**src/design/vsd_pkg.sv**
```systemverilog
package vsd_pkg;

  // ------------------------------------------------------------------
  // Address modifier codes.
  // ------------------------------------------------------------------
  localparam logic [5:0] AM_A24_SUP_BLT  = 6'h3F;
  localparam logic [5:0] AM_A24_SUP_DATA = 6'h3D;
  localparam logic [5:0] AM_A24_SUP_MBLT = 6'h3C;
  localparam logic [5:0] AM_A24_USR_BLT  = 6'h3B;
  localparam logic [5:0] AM_A24_USR_DATA = 6'h39;
  localparam logic [5:0] AM_A24_USR_MBLT = 6'h38;
  localparam logic [5:0] AM_CFG_SPACE    = 6'h2F;
  localparam logic [5:0] AM_A32_SUP_BLT  = 6'h0F;
  localparam logic [5:0] AM_A32_SUP_DATA = 6'h0D;
  localparam logic [5:0] AM_A32_SUP_MBLT = 6'h0C;
  localparam logic [5:0] AM_A32_USR_BLT  = 6'h0B;
  localparam logic [5:0] AM_A32_USR_DATA = 6'h09;
  localparam logic [5:0] AM_A32_USR_MBLT = 6'h08;

  // ------------------------------------------------------------------
  // Device register offsets and the output buffer window.
  // ------------------------------------------------------------------
  localparam logic [15:0] OFS_OUTBUF_LAST = 16'h07FC;
  localparam logic [15:0] OFS_FW_REV      = 16'h1000;
  localparam logic [15:0] OFS_GEO         = 16'h1002;
  localparam logic [15:0] OFS_SHARED_ADDR = 16'h1004;
  localparam logic [15:0] OFS_BIT_SET1    = 16'h1006;
  localparam logic [15:0] OFS_BIT_CLR1    = 16'h1008;
  localparam logic [15:0] OFS_BASE_HIGH   = 16'h1012;
  localparam logic [15:0] OFS_BASE_LOW    = 16'h1014;
  localparam logic [15:0] OFS_CHAIN_CTRL  = 16'h101A;

  // Field positions and reset values.
  localparam int          BIT_USE_PROG_BASE = 4;
  localparam int          BIT_FIRST_BOARD   = 1;
  localparam int          BIT_LAST_BOARD    = 0;
  localparam logic [7:0]  RST_SHARED_ADDR   = 8'hAA;
  localparam logic [7:0]  RST_BIT_SET1      = 8'h00;
  localparam logic [1:0]  RST_CHAIN_CTRL    = 2'h0;
  localparam logic [7:0]  RST_BASE_BYTE     = 8'h00;
  localparam logic [4:0]  RST_GEO           = 5'h00;

  // Data word type field: header and end-of-block words.
  localparam int          WORD_TYPE_MSB     = 26;
  localparam int          WORD_TYPE_LSB     = 24;
  localparam logic [2:0]  WORD_TYPE_HEADER  = 3'h2;
  localparam logic [2:0]  WORD_TYPE_EOB     = 3'h4;

  // ------------------------------------------------------------------
  // Host command registers on APB.
  // ------------------------------------------------------------------
  localparam logic [7:0]  APB_CMD_ADDR = 8'h00;
  localparam logic [7:0]  APB_CMD_DATA = 8'h04;
  localparam logic [7:0]  APB_CMD_CTRL = 8'h08;
  localparam logic [7:0]  APB_STATUS   = 8'h0C;
  localparam logic [7:0]  APB_RDATA    = 8'h10;
  localparam int          CTRL_WRITE_BIT = 6;
  localparam int          CTRL_GO_BIT    = 8;
  localparam int          HOST_TIMEOUT_CYCLES = 1000;

endpackage : vsd_pkg

```
**src/design/vsd_bus_if.sv**
```systemverilog
`timescale 1ns/1ps
`default_nettype none

// Link between the bus master and one board.
interface vsd_bus_if;
  logic        strobe;
  logic        writeEn;
  logic [5:0]  am;
  logic [31:0] addr;
  logic [31:0] wdata;
  logic [31:0] rdata;
  logic        dtack;
  logic        berr;

  modport master (output strobe, writeEn, am, addr, wdata,
                  input  rdata, dtack, berr);
  modport board  (input  strobe, writeEn, am, addr, wdata,
                  output rdata, dtack, berr);
endinterface : vsd_bus_if

`default_nettype wire

```
**src/design/vsd_board.sv**
```systemverilog
`timescale 1ns/1ps
`default_nettype none

module vsd_board
  import vsd_pkg::*;
(
  input  wire logic        core_clk,
  input  wire logic        reset,
  vsd_bus_if.board         bus,
  input  wire logic [4:0]  slotIdLines,
  input  wire logic        auxBackplaneConnector,
  input  wire logic [15:0] baseSwitches,
  input  wire logic        iackIn,
  output logic             iackOut,
  input  wire logic [31:0] bufData,
  input  wire logic        bufEmpty,
  output logic             bufRead
);
  import vsd_pkg::*;

  typedef enum logic [1:0] {
    ST_IDLE = 2'b01,
    ST_HOLD = 2'b10
  } vsd_state_t;

  // ------------------------------------------------------------------
  // Pin synchronisers.
  // ------------------------------------------------------------------
  logic [21:0] pinMeta_q;
  logic [21:0] pinSync_q;

  // Two flip-flops on the strap, slot and switch pins, not on iackIn.
  always_ff @(posedge core_clk) begin
    pinMeta_q <= {auxBackplaneConnector, slotIdLines, baseSwitches};
    pinSync_q <= pinMeta_q;
  end

  logic        hasAux;
  logic [4:0]  slotSync;
  logic [15:0] switchSync;
  assign {hasAux, slotSync, switchSync} = pinSync_q;

  // ------------------------------------------------------------------
  // Modifier classes.
  // ------------------------------------------------------------------
  function automatic logic amIsA24Base(input logic [5:0] m);
    return m == AM_A24_SUP_BLT  || m == AM_A24_SUP_DATA ||
           m == AM_A24_SUP_MBLT || m == AM_A24_USR_BLT  ||
           m == AM_A24_USR_DATA || m == AM_A24_USR_MBLT;
  endfunction : amIsA24Base

  function automatic logic amIsA32Base(input logic [5:0] m);
    return m == AM_A32_SUP_BLT  || m == AM_A32_SUP_DATA ||
           m == AM_A32_SUP_MBLT || m == AM_A32_USR_BLT  ||
           m == AM_A32_USR_DATA || m == AM_A32_USR_MBLT;
  endfunction : amIsA32Base

  // ------------------------------------------------------------------
  // State and registers.
  // ------------------------------------------------------------------
  vsd_state_t  state_q, state_d;
  logic [4:0]  geo_q, geo_d;
  logic        geoArm_q, geoArm_d;
  logic [7:0]  sharedAddr_q, sharedAddr_d;
  logic [7:0]  bitSet_q, bitSet_d;
  logic [7:0]  baseHigh_q, baseHigh_d;
  logic [7:0]  baseLow_q, baseLow_d;
  logic [1:0]  chainCtrl_q, chainCtrl_d;
  logic        iackOut_q, iackOut_d;
  logic        mcstPass_q, mcstPass_d;
  logic        dtack_q, dtack_d;
  logic        berr_q, berr_d;
  logic [31:0] rdata_q, rdata_d;
  logic        bufRead_q, bufRead_d;

  // Address decode terms.
  logic [15:0] baseAddr;
  logic [15:0] ofs;
  logic        isOutBuf;
  logic        hitBase;
  logic        hitGeo;
  logic        hitChain;
  logic        firstBoard;
  logic        lastBoard;
  logic        tokenHeld;
  logic        chainRead;
  logic        chainWrite;
  logic        regWrite;
  logic [15:0] regRdata;

  always_comb begin
    // Base comes from switches unless bit 4 selects the registers.
    baseAddr = bitSet_q[BIT_USE_PROG_BASE] ?
               {baseHigh_q, baseLow_q} : switchSync;
    ofs        = bus.addr[15:0];
    isOutBuf   = ofs <= OFS_OUTBUF_LAST;
    firstBoard = chainCtrl_q[BIT_FIRST_BOARD];
    lastBoard  = chainCtrl_q[BIT_LAST_BOARD];
    // Base decode with A24 or A32 modifiers.
    hitBase = 1'b0;
    if (amIsA24Base(bus.am)) begin
      hitBase = bus.addr[23:16] == baseAddr[7:0];
    end else if (amIsA32Base(bus.am)) begin
      hitBase = bus.addr[31:16] == baseAddr;
    end
    // Geographical decode; needs the slot connector and no buffer.
    hitGeo = bus.am == AM_CFG_SPACE && hasAux &&
             bus.addr[23:19] == geo_q && bus.addr[18:16] == 3'h0 &&
             !isOutBuf;
    // Shared address decode for the chain modes.
    hitChain = bus.addr[31:24] == sharedAddr_q &&
               bus.addr[23:16] == 8'h00 &&
               (firstBoard || lastBoard);
    // The token sits on the first board, else arrives on iackIn.
    tokenHeld = firstBoard ? !iackOut_q : (iackIn && !iackOut_q);
    chainRead = hitChain && !bus.writeEn && isOutBuf &&
                (bus.am == AM_A32_SUP_BLT ||
                 bus.am == AM_A32_USR_BLT);
    chainWrite = hitChain && bus.writeEn && !isOutBuf &&
                 (bus.am == AM_A32_SUP_DATA ||
                  bus.am == AM_A32_USR_DATA);
  end

  // Register read multiplexer.
  always_comb begin
    regRdata = 16'h0000;
    if (ofs == OFS_GEO) begin
      regRdata = {11'h0, geo_q};
    end else if (ofs == OFS_SHARED_ADDR) begin
      regRdata = {8'h00, sharedAddr_q};
    end else if (ofs == OFS_BIT_SET1 || ofs == OFS_BIT_CLR1) begin
      regRdata = {8'h00, bitSet_q};
    end else if (ofs == OFS_BASE_HIGH) begin
      regRdata = {8'h00, baseHigh_q};
    end else if (ofs == OFS_BASE_LOW) begin
      regRdata = {8'h00, baseLow_q};
    end else if (ofs == OFS_CHAIN_CTRL) begin
      regRdata = {14'h0, chainCtrl_q};
    end
  end

  // ------------------------------------------------------------------
  // Cycle handling: decode, act once, hold the answer.
  // ------------------------------------------------------------------
  always_comb begin
    state_d      = state_q;
    geo_d        = geo_q;
    geoArm_d     = 1'b0;
    sharedAddr_d = sharedAddr_q;
    bitSet_d     = bitSet_q;
    baseHigh_d   = baseHigh_q;
    baseLow_d    = baseLow_q;
    chainCtrl_d  = chainCtrl_q;
    iackOut_d    = iackOut_q;
    mcstPass_d   = mcstPass_q;
    dtack_d      = dtack_q;
    berr_d       = berr_q;
    rdata_d      = rdata_q;
    bufRead_d    = 1'b0;
    regWrite     = 1'b0;
    // With the slot connector present, slot lines are taken on the first edge after reset release.
    if (geoArm_q && hasAux) begin
      geo_d = slotSync;
    end
    case (state_q)
      ST_IDLE: begin
        if (bus.strobe) begin
          if (hitBase || hitGeo) begin
            // Ordinary access ends any chain transfer in progress.
            iackOut_d = 1'b0;
            state_d   = ST_HOLD;
            dtack_d   = 1'b1;
            if (bus.writeEn) begin
              regWrite = !isOutBuf;
            end else if (isOutBuf) begin
              rdata_d   = bufData;
              bufRead_d = !bufEmpty;
            end else begin
              rdata_d = {16'h0000, regRdata};
            end
          end else if (chainWrite && tokenHeld) begin
            // Each board takes the command, then hands the token on.
            regWrite   = 1'b1;
            iackOut_d  = 1'b1;
            mcstPass_d = 1'b1;
            state_d    = ST_HOLD;
            dtack_d    = lastBoard && !firstBoard;
          end else if (chainRead && tokenHeld) begin
            if (!bufEmpty) begin
              rdata_d = bufData;
              if (bufData[WORD_TYPE_MSB:WORD_TYPE_LSB] == WORD_TYPE_HEADER ||
                  bufData[WORD_TYPE_MSB:WORD_TYPE_LSB] == WORD_TYPE_EOB) begin
                rdata_d[31:27] = geo_q;
              end
              bufRead_d = 1'b1;
              dtack_d   = 1'b1;
              state_d   = ST_HOLD;
            end else if (lastBoard && !firstBoard) begin
              // The last board ends the chained transfer.
              berr_d  = 1'b1;
              state_d = ST_HOLD;
            end else begin
              iackOut_d = 1'b1;
            end
          end
          // Anything else is ignored and left unanswered.
        end
      end
      ST_HOLD: begin
        if (!bus.strobe) begin
          dtack_d = 1'b0;
          berr_d  = 1'b0;
          state_d = ST_IDLE;
          if (mcstPass_q) begin
            mcstPass_d = 1'b0;
            iackOut_d  = 1'b0;
          end
        end
      end
      default: begin
        state_d = ST_IDLE;
      end
    endcase
    // Register writes from any decoded path.
    if (regWrite) begin
      if (ofs == OFS_GEO && !hasAux) begin
        geo_d = bus.wdata[4:0];
      end else if (ofs == OFS_SHARED_ADDR) begin
        sharedAddr_d = bus.wdata[7:0];
      end else if (ofs == OFS_BIT_SET1) begin
        bitSet_d = bitSet_q | bus.wdata[7:0];
      end else if (ofs == OFS_BIT_CLR1) begin
        bitSet_d = bitSet_q & ~bus.wdata[7:0];
      end else if (ofs == OFS_BASE_HIGH) begin
        baseHigh_d = bus.wdata[7:0];
      end else if (ofs == OFS_BASE_LOW) begin
        baseLow_d = bus.wdata[7:0];
      end else if (ofs == OFS_CHAIN_CTRL) begin
        chainCtrl_d = bus.wdata[1:0];
      end
    end
  end

  // State registers with synchronous reset.
  always_ff @(posedge core_clk) begin
    if (reset) begin
      state_q      <= ST_IDLE;
      geo_q        <= RST_GEO;
      geoArm_q     <= 1'b1;
      sharedAddr_q <= RST_SHARED_ADDR;
      bitSet_q     <= RST_BIT_SET1;
      baseHigh_q   <= RST_BASE_BYTE;
      baseLow_q    <= RST_BASE_BYTE;
      chainCtrl_q  <= RST_CHAIN_CTRL;
      iackOut_q    <= 1'b0;
      mcstPass_q   <= 1'b0;
      dtack_q      <= 1'b0;
      berr_q       <= 1'b0;
      rdata_q      <= 32'h0000_0000;
      bufRead_q    <= 1'b0;
    end else begin
      state_q      <= state_d;
      geo_q        <= geo_d;
      geoArm_q     <= geoArm_d;
      sharedAddr_q <= sharedAddr_d;
      bitSet_q     <= bitSet_d;
      baseHigh_q   <= baseHigh_d;
      baseLow_q    <= baseLow_d;
      chainCtrl_q  <= chainCtrl_d;
      iackOut_q    <= iackOut_d;
      mcstPass_q   <= mcstPass_d;
      dtack_q      <= dtack_d;
      berr_q       <= berr_d;
      rdata_q      <= rdata_d;
      bufRead_q    <= bufRead_d;
    end
  end

  assign bus.dtack = dtack_q;
  assign bus.berr  = berr_q;
  assign bus.rdata = rdata_q;
  assign iackOut   = iackOut_q;
  assign bufRead   = bufRead_q;

endmodule : vsd_board

`default_nettype wire

```
**src/flat_wrapper.sv**
```systemverilog
// flat-port wrapper written by rule: the top's interface ports become plain ports
module vsd_board_flat import vsd_pkg::*;
  (core_clk, reset, slotIdLines, auxBackplaneConnector, baseSwitches, iackIn, iackOut, bufData, bufEmpty, bufRead, bus_strobe, bus_writeEn, bus_am, bus_addr, bus_wdata, bus_rdata, bus_dtack, bus_berr);
  vsd_bus_if bus_i ();
  input  wire logic core_clk;
  input  wire logic reset;
  input  wire logic [4:0] slotIdLines;
  input  wire logic auxBackplaneConnector;
  input  wire logic [15:0] baseSwitches;
  input  wire logic iackIn;
  output logic iackOut;
  input  wire logic [31:0] bufData;
  input  wire logic bufEmpty;
  output logic bufRead;
  input wire logic [$bits(bus_i.strobe)-1:0] bus_strobe;
  input wire logic [$bits(bus_i.writeEn)-1:0] bus_writeEn;
  input wire logic [$bits(bus_i.am)-1:0] bus_am;
  input wire logic [$bits(bus_i.addr)-1:0] bus_addr;
  input wire logic [$bits(bus_i.wdata)-1:0] bus_wdata;
  output wire logic [$bits(bus_i.rdata)-1:0] bus_rdata;
  output wire logic [$bits(bus_i.dtack)-1:0] bus_dtack;
  output wire logic [$bits(bus_i.berr)-1:0] bus_berr;
  assign bus_i.strobe = bus_strobe;
  assign bus_i.writeEn = bus_writeEn;
  assign bus_i.am = bus_am;
  assign bus_i.addr = bus_addr;
  assign bus_i.wdata = bus_wdata;
  assign bus_rdata = bus_i.rdata;
  assign bus_dtack = bus_i.dtack;
  assign bus_berr = bus_i.berr;
  vsd_board u_core (.core_clk(core_clk), .reset(reset), .bus(bus_i), .slotIdLines(slotIdLines), .auxBackplaneConnector(auxBackplaneConnector), .baseSwitches(baseSwitches), .iackIn(iackIn), .iackOut(iackOut), .bufData(bufData), .bufEmpty(bufEmpty), .bufRead(bufRead));
endmodule
```
**config.mk**
```make
export PLATFORM = sky130hd
export DESIGN_NAME = vsd_board_flat
export DESIGN_NICKNAME = d
export VERILOG_FILES = /design/src/design/vsd_pkg.sv /design/src/design/vsd_bus_if.sv /design/src/design/vsd_board.sv /design/src/flat_wrapper.sv
export SDC_FILE = /design/constraint.sdc
export NUM_CORES = 1
export LEC_CHECK = 0
export BUFFER_PORTS_ARGS = -buffer_cell sky130_fd_sc_hd__buf_2
export CORE_UTILIZATION = 50
export CTS_BUF_LIST = sky130_fd_sc_hd__clkbuf_4
export DETAILED_ROUTE_END_ITERATION = 8
export PLACE_DENSITY = 0.78
export SKIP_CTS_REPAIR_TIMING = 1
export SYNTH_ARGS = -nofsm -noshare
export SYNTH_HDL_FRONTEND = slang
export SYNTH_SLANG_ARGS = --single-unit
```
**constraint.sdc**
```tcl
create_clock -name core_clk -period 4.1 [get_ports core_clk]
set_input_delay 0.82 -clock core_clk [delete_from_list [all_inputs] [get_ports core_clk]]
set_output_delay 0.82 -clock core_clk [all_outputs]
set_load 0.02 [all_outputs]
```
== Yosys cells after proc, flatten, opt, wreduce, memory -nomap -nowiden ==
Cells that the tools add are included.

* Word-level logic and storage cells: 199
* Output and inout port bits: 36
* Register bits after elaboration: 123
* Bits of input ports: 130

* Muxes and demuxes: 69
* Bitwise logic cells: 11
* Equal/unequal tests: 45
* Reductions and logical operators: 57
* $lt $le $gt $ge: 1

{| class="wikitable"
|+ Operators with widths
! kind !! number
|-
| two-way mux 32 bit || 6
|-
| == test 16 x 13 -> 1 bit (second input constant) || 7
|-
| two-way mux 16 bit || 6
|-
| == test 6 bit (second input constant) || 7
|-
| two-way mux 1 bit || 38
|-
| == test 6 x 4 -> 1 bit (second input constant) || 6
|-
| two-way mux 5 bit || 4
|-
| logical AND 1 bit || 18
|-
| == test 16 bit || 1
|-
| == test 8 bit || 2
|-
| <= comparator 16 x 11 -> 1 bit (second input constant) || 1
|-
| logical OR 1 bit || 16
|-
| two-way mux 2 bit || 8
|-
| two-way mux 8 bit || 2
|-
| AND reduction 8 bit || 2
|-
| AND reduction 7 bit || 2
|-
| inequality test 2 x 1 -> 1 bit (second input constant) || 6
|-
| inequality test 2 bit (second input constant) || 6
|-
| inequality test 4 x 2 -> 1 bit (second input constant) || 3
|-
| AND reduction 6 bit || 2
|-
| AND reduction 5 bit || 2
|-
| AND 8 bit || 1
|-
| logical NOT 8 bit || 1
|-
| inverter 1 bit || 8
|-
| 17 further kinds || 28
|}

== Longest topological paths before layout ==
* Depth in word-level cells: 13
* Depth in mapped cells: 12
* Depth with buffers taken out: 8

== Worst setup path after synthesis ==
No wires, ideal clock.

* Kind: input to register
* Start: in bus_addr[27]
* End: reg u_core.rdata_q[7], in the netlist u_core.bus.rdata[7]
* Stages on the path: 8
* Setup slack: 0.725 ns
* Path buffers: 1
* Required time: 4.033 ns
* Setup time: 0.067 ns
* Data arrival time: 3.307 ns
* Cell sequence: xor2_1 -> or4_4 -> or4_4 -> or4_4 -> a211o_1 -> buf_6 -> a311o_1 -> a21oi_2

* Word-level cells in the longest chain between the ends: 9
* Elaborated cells between the ends (all ways): 21
* Those cells by class: eq/ne: 5; mux: 3; reduce/logical: 13

{| class="wikitable"
|+ Ends and longest elaborated chain
! item !! RTL line !! source
|-
| start, declared || flat_wrapper.sv:18 || <nowiki>input wire logic [$bits(bus_i.addr)-1:0] bus_addr;</nowiki>
|-
| == test 8 bit || vsd_board.sv:111 || <nowiki>hitChain = bus.addr[31:24] == sharedAddr_q &&</nowiki>
|-
| logical AND 1 bit || vsd_board.sv:111 ||
|-
| logical AND 1 bit || vsd_board.sv:112 || <nowiki>bus.addr[23:16] == 8'h00 &&</nowiki>
|-
| logical AND 1 bit (on tied branches) (3 in a row) || vsd_board.sv:119, vsd_board.sv:116 ||
|-
| logical AND 1 bit (on tied branches) || vsd_board.sv:181, vsd_board.sv:188 ||
|-
| inequality test 2 x 1 -> 1 bit (no source line) / nonzero test 2 bit (equally long branches) || - ||
|-
| AND reduction 6 bit (no source line) || - ||
|-
| end signal, assigned || vsd_board.sv:274 || <nowiki>rdata_q <= rdata_d;</nowiki>
|-
| end, declared || vsd_board.sv:73 || <nowiki>logic [31:0] rdata_q, rdata_d;</nowiki>
|}

Several ways; a longest one is shown, not always the timed one.
A chain may end at the register's enable or synchronous reset.

==> flow_summary.rst <==
.. list-table::
   :header-rows: 1

   * - Metric
     - Value
   * - FF/Latch Area
     - 0.00246 sq mm
   * - Die Width
     - 104 um
   * - Vias in the first global route
     - 4763
   * - Post-synthesis instance area
     - 0.00522 sq mm
   * - Area of the core region
     - 0.00995 sq mm
   * - Number of storage elements in the synthesis netlist
     - 123
   * - Yosys top cell by area
     - dfxtp_1
   * - Layout net count
     - 846
   * - Most used standard cells in the synthesized netlist
     - dfxtp_1, nand2_1, mux2i_1
   * - Highest ir drop seen on vdd
     - 248 uV
   * - Worst-Skew Late Latency
     - 0.54 ns
   * - Gate count after technology mapping
     - 566
   * - Count of nets left with antenna violations after detail routing
     - 0
   * - DIE AREA
     - 0.0109 sq mm
   * - Clock edge transition at the registers on the reported setup and hold paths
     - 0.12 ns
   * - Starting density of the core
     - 52.5%
   * - Die Ht
     - 104 um
   * - Routed wire per std cell
     - 17.2 um
   * - Placed Area
     - 0.00609 sq mm
   * - Most numerous cell in the Yosys netlist
     - dfxtp_1
   * - Count of endpoints failing hold in the final timing report
     - 0
   * - Count of distinct cell types in the synthesized netlist
     - 54
   * - Number of fill cells
     - 845
   * - Classification of the worst-slack hold path
     - flop to flop
   * - Initial antenna violation count
     - 0
   * - Clock tree root driver cell
     - clkbuf_4
   * - Antenna cell count
     - 0
   * - # clock sinks
     - 123
   * - IO Count
     - 166
   * - Leakage power of the design
     - 2.83 nW
   * - Dpl hpwl
     - 11.1 mm
   * - Multi-input gate area
     - 0.00264 sq mm
   * - Maximum number of pins on one net before global-route repair
     - 36
   * - Wire length of the first global-routing pass
     - 23.4 mm
   * - Setup crit start kind
     - flop
   * - Portion of the post-synthesis area used by sequential elements
     - 47.2%
   * - Initial DRC count
     - 301
   * - CTS tree
     - done
   * - Slew Viols, Final
     - 0
   * - Gr ovfl total
     - 0
   * - Fraction of synthesis flops using an asynchronous set or reset pin
     - 0%
   * - Number of DRC violations after detailed routing
     - 0
   * - Area Overhead vs Synth
     - 23.1%
   * - Aggregate negative setup slack
     - 0 ns
   * - Part of the cycle the worst path needs
     - 84.8%
   * - Warnings, synthesis
     - 0
   * - CTS H-tree depth
     - 4
   * - Worst Setup End Kind
     - flop
   * - Normalized max-slew margin
     - 21.9%
   * - Path type of the worst setup path
     - flop to flop
   * - Number of buffer cells added on primary ports
     - 141
   * - Max cap viols
     - 0
   * - Number of buffers between clock root and the deepest sink
     - 2
   * - Placer congestion estimate
     - 0.911
   * - Number of nets in the synthesized netlist
     - 696
   * - Critical-path maximum fanout
     - 14
   * - Layout Skew
     - 0.0255 ns
   * - Routed Wire Length
     - 14.8 mm
   * - Share of cells above drive strength 1
     - 27.6%
   * - Via total after detailed routing
     - 4908
   * - Peak clock frequency supported by timing
     - 0.288 GHz
   * - Via-per-instance ratio
     - 5.69
   * - Fraction of synthesized cell area taken by the top area cell type
     - 47.2%
   * - Mean Syn Cell Area
     - 9.22 sq um
   * - Critical Path AT
     - 3.93 ns
   * - Required time at the endpoint of the critical path
     - 4.56 ns
   * - Cells taking the most area after synthesis
     - dfxtp_1, mux2i_1, nand2_1, a21oi_1, nor2_1
   * - Post-synth EDFFs
     - 0
   * - Number of clock buffers inserted by TritonCTS
     - 17
   * - Power density normalized to cell area
     - 373 mW/mm^2
   * - # setup viols final
     - 0
   * - Tot GR Track Use
     - 27.9%
   * - Detailed Routing Iterations Pass 1
     - 6
   * - Main synth FF type
     - dfxtp_1
   * - Actual slew at the worst max-slew pin
     - 1.15 ns
   * - Setup repair after global routing missed its margin
     - false
   * - Status
     - finished clean
   * - Total non-filler cell area in the finished layout
     - 0.00643 sq mm
   * - Std-Cell Rows
     - 36
   * - Final critical delay including setup and external delays
     - 3.48 ns
==> worst paths after layout <==
path / start / to / slack, ns / cells after the start
hold / removal: u_core.pinMeta_q[17]$_DFF_P_ / u_core.pinSync_q[17]$_DFF_P_ / 0.34 / 0
setup reg to reg: flop / u_core.bus.rdata[7]$_SDFFE_PP0P_ / 0.62 / 8
hold reg to reg: u_core.pinMeta_q[17]$_DFF_P_ / u_core.pinSync_q[17]$_DFF_P_ / 0.34 / 0
setup / recovery: flop / u_core.bus.rdata[7]$_SDFFE_PP0P_ / 0.62 / 8
==> cell type report <==
cell class	count	share of cell area, %
Multi-Input combinational cell	416	41.1
Sequential cell	123	38.3
Timing Repair Buffer	154	12.5
Clock inverter	15	3.29
Tap cell	133	2.59
Clock buffer	17	1.99
Inverter	4	0.234
==> cell usage in the layout (no fill, tap or decap), types with 3 or more instances in the layout <==
master / count
buf_2: 141
a21oi_1: 39
o211ai_1: 9
inv_6: 4
a22o_1: 6
o21ai_0: 22
xnor2_1: 16
nor3_1: 10
a22oi_1: 3
nor2b_1: 10
a31oi_1: 5
bufinv_16: 4
nand3_1: 28
xor2_1: 14
or2_2: 4
nand2b_1: 12
inv_1: 4
mux2i_1: 55
a211oi_1: 8
nor2_1: 45
nor4_1: 7
nand2_1: 67
dfxtp_1: 123
buf_4: 13
o21ai_1: 3
nand4_1: 9
and3_1: 4
clkbuf_4: 17
or4_4: 3
o21a_1: 3
clkinv_4: 5
==> worst max-delay path: stages, from the launching register on <==
cell and delay, ns:
dfxtp_1 0.80, mux2i_1 0.38, xnor2_1 0.11, nor4_1 0.52, and4_1 0.36, o21ai_1 0.25
a211o_1 0.51, a311o_1 0.35, a21oi_2 0.13
==> layer usage <==
| metal | global-route usage, % | wire (um) |
|---|---|---|
| met5 | 0 | 0 |
| met4 | 11.6 | 453 |
| met3 | 7.33 | 1150 |
| met2 | 47.0 | 7060 |
| met1 | 33.5 | 6120 |
==> report_power, final <==
| part | switching [mW] | internal [mW] | total (mW) |
|---|---|---|---|
| combinational | 0.0939 | 0.0712 | 0.165 |
| sequential | 0.0115 | 1.22 | 1.23 |
| clock | 0.507 | 0.495 | 1.00 |
| total | 0.612 | 1.79 | 2.40 |
==> cell families (layout without fill, tap and decap cells) <==
| logic type | Yosys count | count (layout) | share of synthesized area [%] |
|---|---|---|---|
| muxes | 57 | 57 | 11.0 |
| xor gates and xnor gates | 30 | 30 | 5.03 |
| AOI/OAI and AO/OA | 117 | 117 | 14.7 |
| buffers and inverters | 27 | 190 | 2.28 |
| DFF | 123 | 123 | 47.2 |
| and+or+nand+nor | 212 | 212 | 19.9 |
==> sequential cells by signal, indices dropped and copies added (netlist names), 2 cells and up, named ones only <==
name,flops
u_core.bus.rdata,32
u_core.pinMeta_q,22
u_core.pinSync_q,22
u_core.baseHigh_q,8
u_core.baseLow_q,8
u_core.sharedAddr_q,8
u_core.geo_q,5
u_core.chainCtrl_q,2
u_core.state_q,2
==> through the flow <==
step	total power, mW	cells	worst slack [ns]	util [%]	hold slack [ns]
floorplan	1.33	566	0.725	-	0.310
global placement	1.42	830	0.417	61.1	0.310
detailed placement	1.42	830	0.276	61.1	0.312
CTS	2.41	862	0.654	64.6	0.331
global route	2.48	862	0.370	64.6	0.317
finish	2.40	862	0.624	64.6	0.337
Note: power is estimated with default switching activity, not from simulation.
